<file path="config.mk">
export PLATFORM = sky130hd
export DESIGN_NAME = madc_decode
export DESIGN_NICKNAME = d
export VERILOG_FILES = /design/src/madc_pkg.sv /design/src/madc_decode.sv
export VERILOG_INCLUDE_DIRS = /design/src
export SDC_FILE = /design/constraint.sdc
export NUM_CORES = 1
export LEC_CHECK = 0
export ABC_AREA = 0
export BUFFER_PORTS_ARGS = -buffer_cell sky130_fd_sc_hd__buf_2
export CAP_MARGIN = 20
export CORE_MARGIN = 8
export CORE_UTILIZATION = 29
export CTS_BUF_LIST = sky130_fd_sc_hd__clkbuf_16
export DETAILED_ROUTE_END_ITERATION = 16
export PLACE_DENSITY = 0.46
export SETUP_SLACK_MARGIN = 0.2
export SLEW_MARGIN = 15
export SYNTH_ARGS = -nofsm -noshare
export SYNTH_HDL_FRONTEND = slang
export SYNTH_SLANG_ARGS = --single-unit
export TNS_END_PERCENT = 10
</file>
<file path="constraint.sdc">
create_clock -name clk -period 9.7 [get_ports clk]
set_input_delay 1.94 -clock clk [delete_from_list [all_inputs] [get_ports clk]]
set_output_delay 1.94 -clock clk [all_outputs]
set_load 0.02 [all_outputs]
</file>
<file path="src/madc_defs.svh">
// Address map, register offsets and field positions for the micro address decoder.
// Assumes inclusion by bare name before any module that uses these constants.
`ifndef MADC_DEFS_SVH
`define MADC_DEFS_SVH
`define MADC_FRAME_SIZE 20'h00c00
`define MADC_REG_CLKDBL 16'hf091
`define MADC_REG_PWM 16'hf0b3
`define MADC_REG_AUDLED 16'hf0b9
`define MADC_REG_DRVSW 16'hf0ba
`define MADC_REG_BAUD 16'hf0c0
`define MADC_REG_STRAP 16'hf0c9
`define MADC_REG_SYNTH 16'hf0d8
`define MADC_REG_FRMLO 16'hf0f6
`define MADC_REG_FRMHI 16'hf0f7
`define MADC_REG_PAGE 16'hf0ff
`define MADC_REG_LAST 16'hf0e0
`define MADC_REG_LASTHI 16'hf0e1
`define MADC_REG_START 16'hf0e2
`define MADC_REG_STARTHI 16'hf0e3
`define MADC_BAUD_DBL_BIT 7
`define MADC_BAUD_FIXED 8'h04
`define MADC_SYN_LOCK_BIT 2
`define MADC_SYN_VCO_BIT 3
`define MADC_SYN_CP_BIT 4
`define MADC_SYN_BYP_BIT 5
`define MADC_SYN_MASK 8'h3c
`define MADC_AUD_MASK 8'h3f
`define MADC_BAUD_MASK 8'h7b
`define MADC_RST_BYTE 8'h00
`define MADC_RST_FRAME 9'h000
`define MADC_ZERO_ADDR 20'h00000
`endif

</file>
<file path="src/madc_pkg.sv">
// Types shared by the micro address decoder.
// Assumes madc_defs.svh is available for constants.
`default_nettype none
package madc_pkg;
   typedef enum logic [1:0] {MADC_LIN = 2'b00, MADC_FRM = 2'b01, MADC_REG = 2'b11, MADC_UNU = 2'b10} madc_region_t;
   typedef struct packed {
      logic req;
      logic wr;
      logic [19:0] addr;
      logic [7:0] wdata;
   } madc_buf_t;
   typedef struct packed {
      logic unused_pulse_width_select;
      logic ledCtl;
      logic leftMute;
      logic rightMute;
      logic [1:0] chanSel;
   } madc_audio_t;
endpackage
`default_nettype wire

</file>
<file path="src/madc_decode.sv">
// Micro address decode, buffer address forming and miscellaneous control registers.
// Assumes a synchronous micro bus with one-cycle strobes and a single 10 MHz clock.
//
// What this block does
// - Low 32k maps linearly onto DRAM buffer
// - Frame window zero: frame times 3k plus offset
// - Second frame window uses frame plus one
// - Third frame window uses frame plus two
// - Unused region reads zero
// - Any write to the doubler register (0xf091) engages clock doubler unless sysReset is high in the same cycle
// - Doubler state readable in baud register
// - Doubler cleared only by system resets
// - Bypass bit powers down synthesizer
// - Lock test floats LED, routes lock
// - Pulse width register does nothing
// - Channel select mixes audio outputs
// - Separate right and left mutes
// - LED bit drives LED active low
// - Tray sensor in bit zero
// - Switch requests read active low
// - Strap register shows eight strap bits
// - Straps sampled from DRAM bus at reset
// - Linear address is offset plus page times 32768
// - Frame past last wraps to start
// - Doubler bit sits in baud register
`include "madc_defs.svh"
`default_nettype none
module madc_decode
   import madc_pkg::*;
(
   // Clock and reset
   input wire logic clk,
   input wire logic arst_n,
   input wire logic sysReset,
   // Micro bus
   input wire logic microRd,
   input wire logic microWr,
   input wire logic [15:0] microAddr,
   input wire logic [7:0] microWdata,
   output logic [7:0] microRdata,
   // Buffer manager side
   output madc_buf_t bufReq,
   input wire logic [7:0] bufRdata,
   input wire logic [7:0] dramBusIn,
   // Clock control
   output logic doublerEngaged,
   output logic synthPowerDown,
   output logic vcoTestMode,
   output logic chargePumpTestMode,
   input wire logic synthLocked,
   // Audio and panel
   input wire logic [15:0] audioLeftIn,
   input wire logic [15:0] audioRightIn,
   output logic [15:0] audioLeftOut,
   output logic [15:0] audioRightOut,
   output logic ledOut,
   output logic ledOe,
   input wire logic qChannelIn,
   output logic qChannelDataOut,
   input wire logic trayPosition,
   input wire logic ejectRequest_n,
   input wire logic skipBackwardRequest_n,
   input wire logic skipForwardRequest_n,
   input wire logic playRequest_n
);
   // ****************************************
   // Registers
   // ****************************************
   logic doubler_r;
   logic [7:0] synth_r;
   madc_audio_t audio_r;
   logic [7:0] baud_r;
   logic [7:0] strap_r;
   logic strapTaken_r;
   logic [7:0] frameLo_r;
   logic [8:0] frame_r;
   logic [4:0] page_r;
   logic [8:0] last_r;
   logic [8:0] start_r;
   logic [7:0] rdata_r;
   logic [7:0] lastLo_r;
   logic [7:0] startLo_r;

   // ****************************************
   // Region decode
   // ****************************************
   madc_region_t region;
   logic [1:0] winSel;
   wire isLin = ~microAddr[15];
   wire isReg = (microAddr[15:12] == 4'hf);
   wire isFrm = microAddr[15] & (microAddr[14:12] <= 3'h2);
   assign region = isLin ? MADC_LIN : (isFrm ? MADC_FRM : (isReg ? MADC_REG : MADC_UNU));
   assign winSel = microAddr[13:12];

   // ****************************************
   // Buffer address
   // ****************************************
   wire [9:0] frmSum = {1'b0, frame_r} + {8'h00, winSel};
   wire [9:0] frmOver = frmSum - {1'b0, last_r} - 10'h001;
   wire frmWraps = frmSum > {1'b0, last_r};
   wire [9:0] frmWrapped = {1'b0, start_r} + frmOver;
   wire [8:0] frmEff = frmWraps ? frmWrapped[8:0] : frmSum[8:0];
   wire [19:0] frmBase = 20'(frmEff) * `MADC_FRAME_SIZE;
   wire [19:0] frmAddr = frmBase + {8'h00, microAddr[11:0]};
   wire [19:0] linAddr = {page_r, microAddr[14:0]};
   wire toBuf = (region == MADC_LIN) || (region == MADC_FRM);
   assign bufReq.req = toBuf & (microRd | microWr);
   assign bufReq.wr = microWr;
   assign bufReq.addr = (region == MADC_LIN) ? linAddr : ((region == MADC_FRM) ? frmAddr : `MADC_ZERO_ADDR);
   assign bufReq.wdata = microWdata;

   // ****************************************
   // Register write strobes
   // ****************************************
   wire regWr = microWr & (region == MADC_REG);
   wire wrDbl = regWr & (microAddr == `MADC_REG_CLKDBL);
   wire wrSyn = regWr & (microAddr == `MADC_REG_SYNTH);
   wire wrAud = regWr & (microAddr == `MADC_REG_AUDLED);
   wire wrBaud = regWr & (microAddr == `MADC_REG_BAUD);
   wire wrFrmLo = regWr & (microAddr == `MADC_REG_FRMLO);
   wire wrFrmHi = regWr & (microAddr == `MADC_REG_FRMHI);
   wire wrPage = regWr & (microAddr == `MADC_REG_PAGE);
   wire wrLastLo = regWr & (microAddr == `MADC_REG_LAST);
   wire wrLastHi = regWr & (microAddr == `MADC_REG_LASTHI);
   wire wrStartLo = regWr & (microAddr == `MADC_REG_START);
   wire wrStartHi = regWr & (microAddr == `MADC_REG_STARTHI);

   // ****************************************
   // Doubler and synthesizer
   // ****************************************
   always_ff @(posedge clk or negedge arst_n) begin
      if (!arst_n) begin
         doubler_r <= 1'b0;
      end else if (sysReset) begin
         doubler_r <= 1'b0;
      end else if (wrDbl) begin
         doubler_r <= 1'b1;
      end
   end

   always_ff @(posedge clk or negedge arst_n) begin
      if (!arst_n) begin
         synth_r <= `MADC_RST_BYTE;
      end else if (wrSyn) begin
         synth_r <= microWdata & `MADC_SYN_MASK;
      end
   end

   wire [7:0] audMasked = microWdata & `MADC_AUD_MASK;
   always_ff @(posedge clk or negedge arst_n) begin
      if (!arst_n) begin
         audio_r <= '0;
      end else if (wrAud) begin
         audio_r <= madc_audio_t'(audMasked[5:0]);
      end
   end

   always_ff @(posedge clk or negedge arst_n) begin
      if (!arst_n) begin
         baud_r <= `MADC_RST_BYTE;
      end else if (wrBaud) begin
         baud_r <= microWdata & `MADC_BAUD_MASK;
      end
   end

   // ****************************************
   // Frame and page pointers
   // ****************************************
   always_ff @(posedge clk or negedge arst_n) begin
      if (!arst_n) begin
         frameLo_r <= `MADC_RST_BYTE;
         frame_r <= `MADC_RST_FRAME;
      end else begin
         if (wrFrmLo) begin
            frameLo_r <= microWdata;
         end
         if (wrFrmHi) begin
            frame_r <= {microWdata[0], frameLo_r};
         end
      end
   end

   always_ff @(posedge clk or negedge arst_n) begin
      if (!arst_n) begin
         page_r <= 5'h00;
      end else if (wrPage) begin
         page_r <= microWdata[4:0];
      end
   end

   always_ff @(posedge clk or negedge arst_n) begin
      if (!arst_n) begin
         lastLo_r <= `MADC_RST_BYTE;
         last_r <= `MADC_RST_FRAME;
      end else begin
         if (wrLastLo) begin
            lastLo_r <= microWdata;
         end
         if (wrLastHi) begin
            last_r <= {microWdata[0], lastLo_r};
         end
      end
   end

   always_ff @(posedge clk or negedge arst_n) begin
      if (!arst_n) begin
         startLo_r <= `MADC_RST_BYTE;
         start_r <= `MADC_RST_FRAME;
      end else begin
         if (wrStartLo) begin
            startLo_r <= microWdata;
         end
         if (wrStartHi) begin
            start_r <= {microWdata[0], startLo_r};
         end
      end
   end

   // ****************************************
   // Strap capture
   // ****************************************
   always_ff @(posedge clk or negedge arst_n) begin
      if (!arst_n) begin
         strapTaken_r <= 1'b0;
         strap_r <= `MADC_RST_BYTE;
      end else if (!strapTaken_r) begin
         strapTaken_r <= 1'b1;
         strap_r <= dramBusIn;
      end
   end

   // ****************************************
   // Read path
   // ****************************************
   logic [7:0] regRead;
   wire [7:0] baudOr = baud_r | `MADC_BAUD_FIXED;
   wire [7:0] baudRead = {doubler_r, baudOr[6:0]};
   wire [7:0] swRead = {3'h0, playRequest_n, skipForwardRequest_n, skipBackwardRequest_n,
                        ejectRequest_n, trayPosition};
   always_comb begin
      case (microAddr)
         `MADC_REG_SYNTH: regRead = synth_r;
         `MADC_REG_DRVSW: regRead = swRead;
         `MADC_REG_BAUD: regRead = baudRead;
         `MADC_REG_STRAP: regRead = strap_r;
         `MADC_REG_FRMLO: regRead = frame_r[7:0];
         `MADC_REG_FRMHI: regRead = {7'h00, frame_r[8]};
         `MADC_REG_PAGE: regRead = {3'h0, page_r};
         `MADC_REG_PWM: regRead = `MADC_RST_BYTE;
         default: regRead = `MADC_RST_BYTE;
      endcase
   end

   logic [7:0] rdNxt;
   always_comb begin
      case (region)
         MADC_LIN: rdNxt = bufRdata;
         MADC_FRM: rdNxt = bufRdata;
         MADC_REG: rdNxt = regRead;
         MADC_UNU: rdNxt = `MADC_RST_BYTE;
         default: rdNxt = `MADC_RST_BYTE;
      endcase
   end

   always_ff @(posedge clk or negedge arst_n) begin
      if (!arst_n) begin
         rdata_r <= `MADC_RST_BYTE;
      end else if (microRd) begin
         rdata_r <= rdNxt;
      end
   end
   assign microRdata = rdata_r;

   // ****************************************
   // Outputs
   // ****************************************
   wire lockTest = synth_r[`MADC_SYN_LOCK_BIT];
   assign doublerEngaged = doubler_r;
   assign synthPowerDown = synth_r[`MADC_SYN_BYP_BIT];
   assign vcoTestMode = synth_r[`MADC_SYN_VCO_BIT];
   assign chargePumpTestMode = synth_r[`MADC_SYN_CP_BIT];
   assign ledOut = ~audio_r.ledCtl;
   assign ledOe = ~lockTest;
   assign qChannelDataOut = lockTest ? synthLocked : qChannelIn;

   wire [15:0] leftMix = audio_r.chanSel[1] ? audioLeftIn : audioRightIn;
   wire [15:0] rightMix = audio_r.chanSel[0] ? audioRightIn : audioLeftIn;
   wire selMute = (audio_r.chanSel == 2'h0);
   logic [15:0] leftOut_r;
   logic [15:0] rightOut_r;
   always_ff @(posedge clk or negedge arst_n) begin
      if (!arst_n) begin
         leftOut_r <= 16'h0000;
         rightOut_r <= 16'h0000;
      end else begin
         leftOut_r <= (selMute | audio_r.leftMute) ? 16'h0000 : leftMix;
         rightOut_r <= (selMute | audio_r.rightMute) ? 16'h0000 : rightMix;
      end
   end
   assign audioLeftOut = leftOut_r;
   assign audioRightOut = rightOut_r;
endmodule
`default_nettype wire

</file>
# --- Word level (Yosys, flattened, before mapping) ---
# Cells that the tools add are included.
totals:
  reg_bits: 121
  inputBits: 84
  out_inout_bits: 77
  word_cells: 83
op_classes:
  n_addsub: 5
  mul: 1
  n_lt_le_gt_ge: 2
  n_eq_ne: 17
  muxes: 15
  bitwise: 19
  n_reduce_logical: 5
op_table:
  columns: ["op", "n"]
  rows:
  - ["$eq A16 B16 Y1 const B", 13]
  - ["$mux W16", 4]
  - ["$pmux W8 S7", 1]
  - ["$mux W20", 2]
  - ["$pmux W8 S3", 1]
  - ["$add A20 B12 Y20", 1]
  - ["$and A1 B1 Y1", 14]
  - ["$add A9 B2 Y10", 1]
  - ["$gt A10 B9 Y1", 1]
  - ["$mul A9 B2 Y10 const B", 1]
  - ["$add A9 B9 Y9", 1]
  - ["$mux W9", 1]
  - ["$sub A9 B1 Y9 const B", 1]
  - ["$sub A9 B9 Y9", 1]
  - ["$eq A2 B2 Y1 const B", 2]
  - ["$eq A4 B4 Y1 const B", 1]
  - ["$logic_not A2 Y1", 2]
  - ["$mux W1", 4]
  - ["$mux W2", 2]
  - ["$le A3 B2 Y1 const B", 1]
  - ["$or A1 B1 Y1", 3]
  - ["$eq A2 B1 Y1 const B", 1]
  - ["$not A1 Y1", 2]
  - ["$reduce_bool A2 Y1", 1]
  - ["2 further kinds", 2]

# --- Logic depth before layout (Yosys ltp) ---
logic_depth:
  depth_word: 9
  depth_mapped: 28
  ltp_nobuf: 27

# --- Worst setup path after synthesis ---
# No wires, ideal clock.
synth_timing:
  kind: "input to output"
  start: "in microAddr[12]"
  end: "out bufReq[26] (netlist name)"
  arrival_ns: 7.360
  required_ns: 7.760
  path_slack_ns: 0.400
  cell_stages: 26
  path_cell_list: "ha_1 -> inv_1 -> fa_1 -> inv_1 -> ha_1 -> nor2b_1 -> o21a_1 -> o311ai_0 -> o21a_2 -> o21ai_2 -> clkbuf_1 -> nand2_1 -> a21boi_0 -> inv_1 -> ha_1 -> inv_1 -> fa_1 -> nor2b_1 -> o21ai_0 -> or2b_2 -> maj3_1 -> o311ai_1 -> xor2_1 -> nor3_1 -> xor2_1 -> o22ai_1"
synth_lines:
  columns: ["element", "line", "text"]
  rows:
  - ["start, declared", "madc_decode.sv:38", "input wire logic [15:0] microAddr,"]
  - ["end, declared", "madc_decode.sv:42", "output madc_buf_t bufReq,"]

==> summary.txt <==
Post-Syn Area per Cell -> 10.4 um2
WP data arrival -> 7.20 ns
Area grow syn2layout -> 25.3%
Reg2Reg Depth -> 3
First-pass GRT wire length -> 34.4 mm
Hold Buf Count CTS -> 0
# Max-Cap Violations -> 0
Status -> finished, final reports clean
Vias in the first global route -> 6,062
Initial core utilization -> 0.295
Later-pin clock latency in the skew report -> 0.42 ns
Routed vias/inst -> 4.77
Multiplexer share of the synthesized area -> 0.152
Critical path's slowest cell -> fa_1
GPL Wtd Cong -> 0.830
Peak VDD IR -> 128 uV
Total power divided by cell area -> 142 nW/um2
CP top delay family -> adder cells
Layout cell share with drive strength beyond 1 -> 0.351
Yosys warnings -> 0
FF-to-FF Start -> audio_r[0]$_DFFE_PN0P_
Post-Synth Adder-Cell Area -> 0.0829
# setup viols final -> 0
Clock Sink Count -> 121
Critical Path Source Type -> primary input
Crit. End Element -> primary output
XOR/XNOR Fraction of Synth Area -> 0.0385
Root Buffer -> clkbuf_16
Maximum clock frequency -> 109 MHz
Final net count -> 976
Critical path buffer and inverter count -> 5
ANT nets after route -> 0
RSZ-0062 raised after global routing -> no
Post-Layout Cell Count -> 1,192
Seq/Total Area, Yosys -> 0.423
Initial antenna violation count -> 2
# diodes -> 0
Total CTS buffers -> 17
Fillcell total -> 2,525
Grt total ovfl -> 0
Hold Vio Cnt, Final -> 0
TNS Setup -> 0 ns
Post-synth EDFFs -> 0
Tmin final -> 9.14 ns
Worst-Margin Slew -> 1.05 ns
DIE HEIGHT -> 173 um
Drt pass-1 iters -> 4
Synthesized instance count -> 688
Most frequent cells in the layout -> buf_2, dfrtp_1, mux2_2, nand2_1, nor2_1
Die X -> 173 um
HPWL Detailed -> 16.9 mm
Die area -> 29,900 um2
Worst Skew -> 0.0124 ns
WL final -> 21.3 mm
Pleak -> 4.34 nW
Register bit total from synthesis -> 121
Syn nets -> 809
Post-synthesis compound-gate area fraction -> 0.122
GR Util All Layers -> 0.144
Inst Count DP -> 1,155
Largest family of logic cells by synthesized area -> multiplexers
Period utilisation layout -> 0.942
Core region area -> 24,200 um2
Hold_sp -> lastLo_r[6]$_DFFE_PN0P_
Slew headroom -> 0.296
Worst path required time -> 7.76 ns
DR vias -> 5,688
Levels on crit path -> 26
TritonCTS clock tree -> yes
Hold path depth -> 2
CP Class -> in2out
Synth async-reset ratio -> 1.00
Post-Synth Simple-Gate Area -> 0.133
Synthesized cell area -> 7150 um2
Netlist cell types -> 72
Avg WL per Cell -> 17.8 um
H-tree depth -> 4
Most common flop cell mapped by yosys -> dfrtp_1
DRT iter0 DRCs -> 219
Clock slew at reported path FFs -> 0.06 ns
Max stage delay on crit path -> 0.49 ns
Rows -> 57
Clock Path Buffers -> 2
IO Count -> 161
Largest net degree at the start of global routing -> 71
IO buf count -> 160
Hold WC Path Type -> reg2reg
Crit path max fanout -> 5
Pwr Total -> 1.27 mW
Max Slew Vio Count -> 0
Setup crit start -> microAddr[12]
DRC errors left -> 0
Commonest non-fill, non-tap cell in the layout -> buf_2
path summary, 6_finish.rpt:
check	endpoint	slack (ns)
worst max register to register	audioRightOut[3]$_DFF_PN0_	8.08
worst min register to register	last_r[6]$_DFFE_PN0P_	0.47
max in group asynchronous	lastLo_r[4]$_DFFE_PN0P_	6.78
worst max-delay path	bufReq[27]	0.56
min in group asynchronous	audioRightOut[3]$_DFF_PN0_	1.55
worst min-delay path	last_r[6]$_DFFE_PN0P_	0.47
power breakdown:
group          switching (mW)  leakage (nW)  internal (mW)
Combinational          0.0632          2.47         0.0378
Clock                   0.245         0.292          0.410
Sequential            0.00488          1.58          0.512
layer usage:
| layer | part of all wire | up-vias | routed length (um) | GRT usage |
|---|---|---|---|---|
| li1 | - | 2767 | - | - |
| met1 | 0.47 | 2758 | 10000 | 0.187 |
| met2 | 0.46 | 137 | 9760 | 0.230 |
| met3 | 0.061 | 22 | 1300 | 0.0477 |
| met4 | 0.0084 | 4 | 178 | 0.0298 |
| met5 | 0.0012 | - | 26 | 0 |
synth_stat cells, types with 3 or more instances:
master	instances	area, um2
nor3_1	15	75.1
mux2_2	66	743
a211oi_1	6	45.0
o21ai_0	28	140
o21a_1	5	37.5
nor2_1	57	214
xor2_1	12	105
nor2b_1	6	37.5
fa_1	12	240
dfrtp_1	121	3030
buf_4	10	75.1
nor3b_1	3	22.5
or2_2	3	18.8
nand3_1	13	65.1
xnor2_1	13	114
nand4_1	8	50.1
inv_1	49	184
a31oi_1	6	37.5
and2_1	11	68.8
a21oi_1	21	105
mux2i_1	33	330
o21bai_1	3	22.5
nand2b_1	6	37.5
a222oi_1	4	40.0
a21o_1	9	67.6
nand2_1	58	218
clkbuf_1	15	56.3
nor4_1	4	25.0
maj3_1	4	40.0
o22ai_1	8	50.1
o211ai_1	5	37.5
ha_1	25	313
a22o_1	3	26.3
kinds of logic (layout without fill, tap and decap cells):
logic type      after synthesis  in the layout
mux                         100            100
compound gates              123            123
xor+xnor                     28             28
buf+inv                      78            258
fa+ha+maj                    41             41
flops                       121            121
other cells                   1              1
simple gates                196            196
sequential cells by signal (all words and copies together) (netlist names), 9 cells and up:
name / cells
audioLeftOut: 16
audioRightOut: 16
frame_r: 9
last_r: 9
start_r: 9
metrics by stage:
| step | hold WS (ns) | cell area [um2] | utilization | worst slack (ns) |
|---|---|---|---|---|
| floorplan | 0.446 | 7150 | - | 0.400 |
| global placement | 0.455 | 8290 | 0.342 | 0.305 |
| detailed placement | 0.463 | 8290 | 0.342 | 0.211 |
| CTS | 0.473 | 8910 | 0.367 | 0.200 |
| global route | 0.504 | 8960 | 0.370 | 0.202 |
| finish | 0.465 | 8960 | 0.370 | 0.558 |
cell type report:
cell class / instances / area [um2] / area share
Multi-Input combinational cell: 489 / 3800 / 0.424
Sequential cell: 121 / 3030 / 0.338
Timing Repair Buffer: 176 / 925 / 0.103
Clock buffer: 17 / 425 / 0.0475
Tap cell: 324 / 405 / 0.0452
Clock inverter: 15 / 191 / 0.0214
Inverter: 50 / 188 / 0.0209
worst register-to-register path, stage by stage, from the launching register on:
cell and delay, ns:
dfrtp_1 1.01, o21bai_1 0.17, buf_4 0.24, nor2_1 0.13
timing repair:
action / CTS / global route
endpoints found under the setup margin: 1 / 4
pin swaps: 1 / 2
gates resized for setup: 0 / 12
setup buffers: 1 / 1
Power figures use the tool's default switching activity.
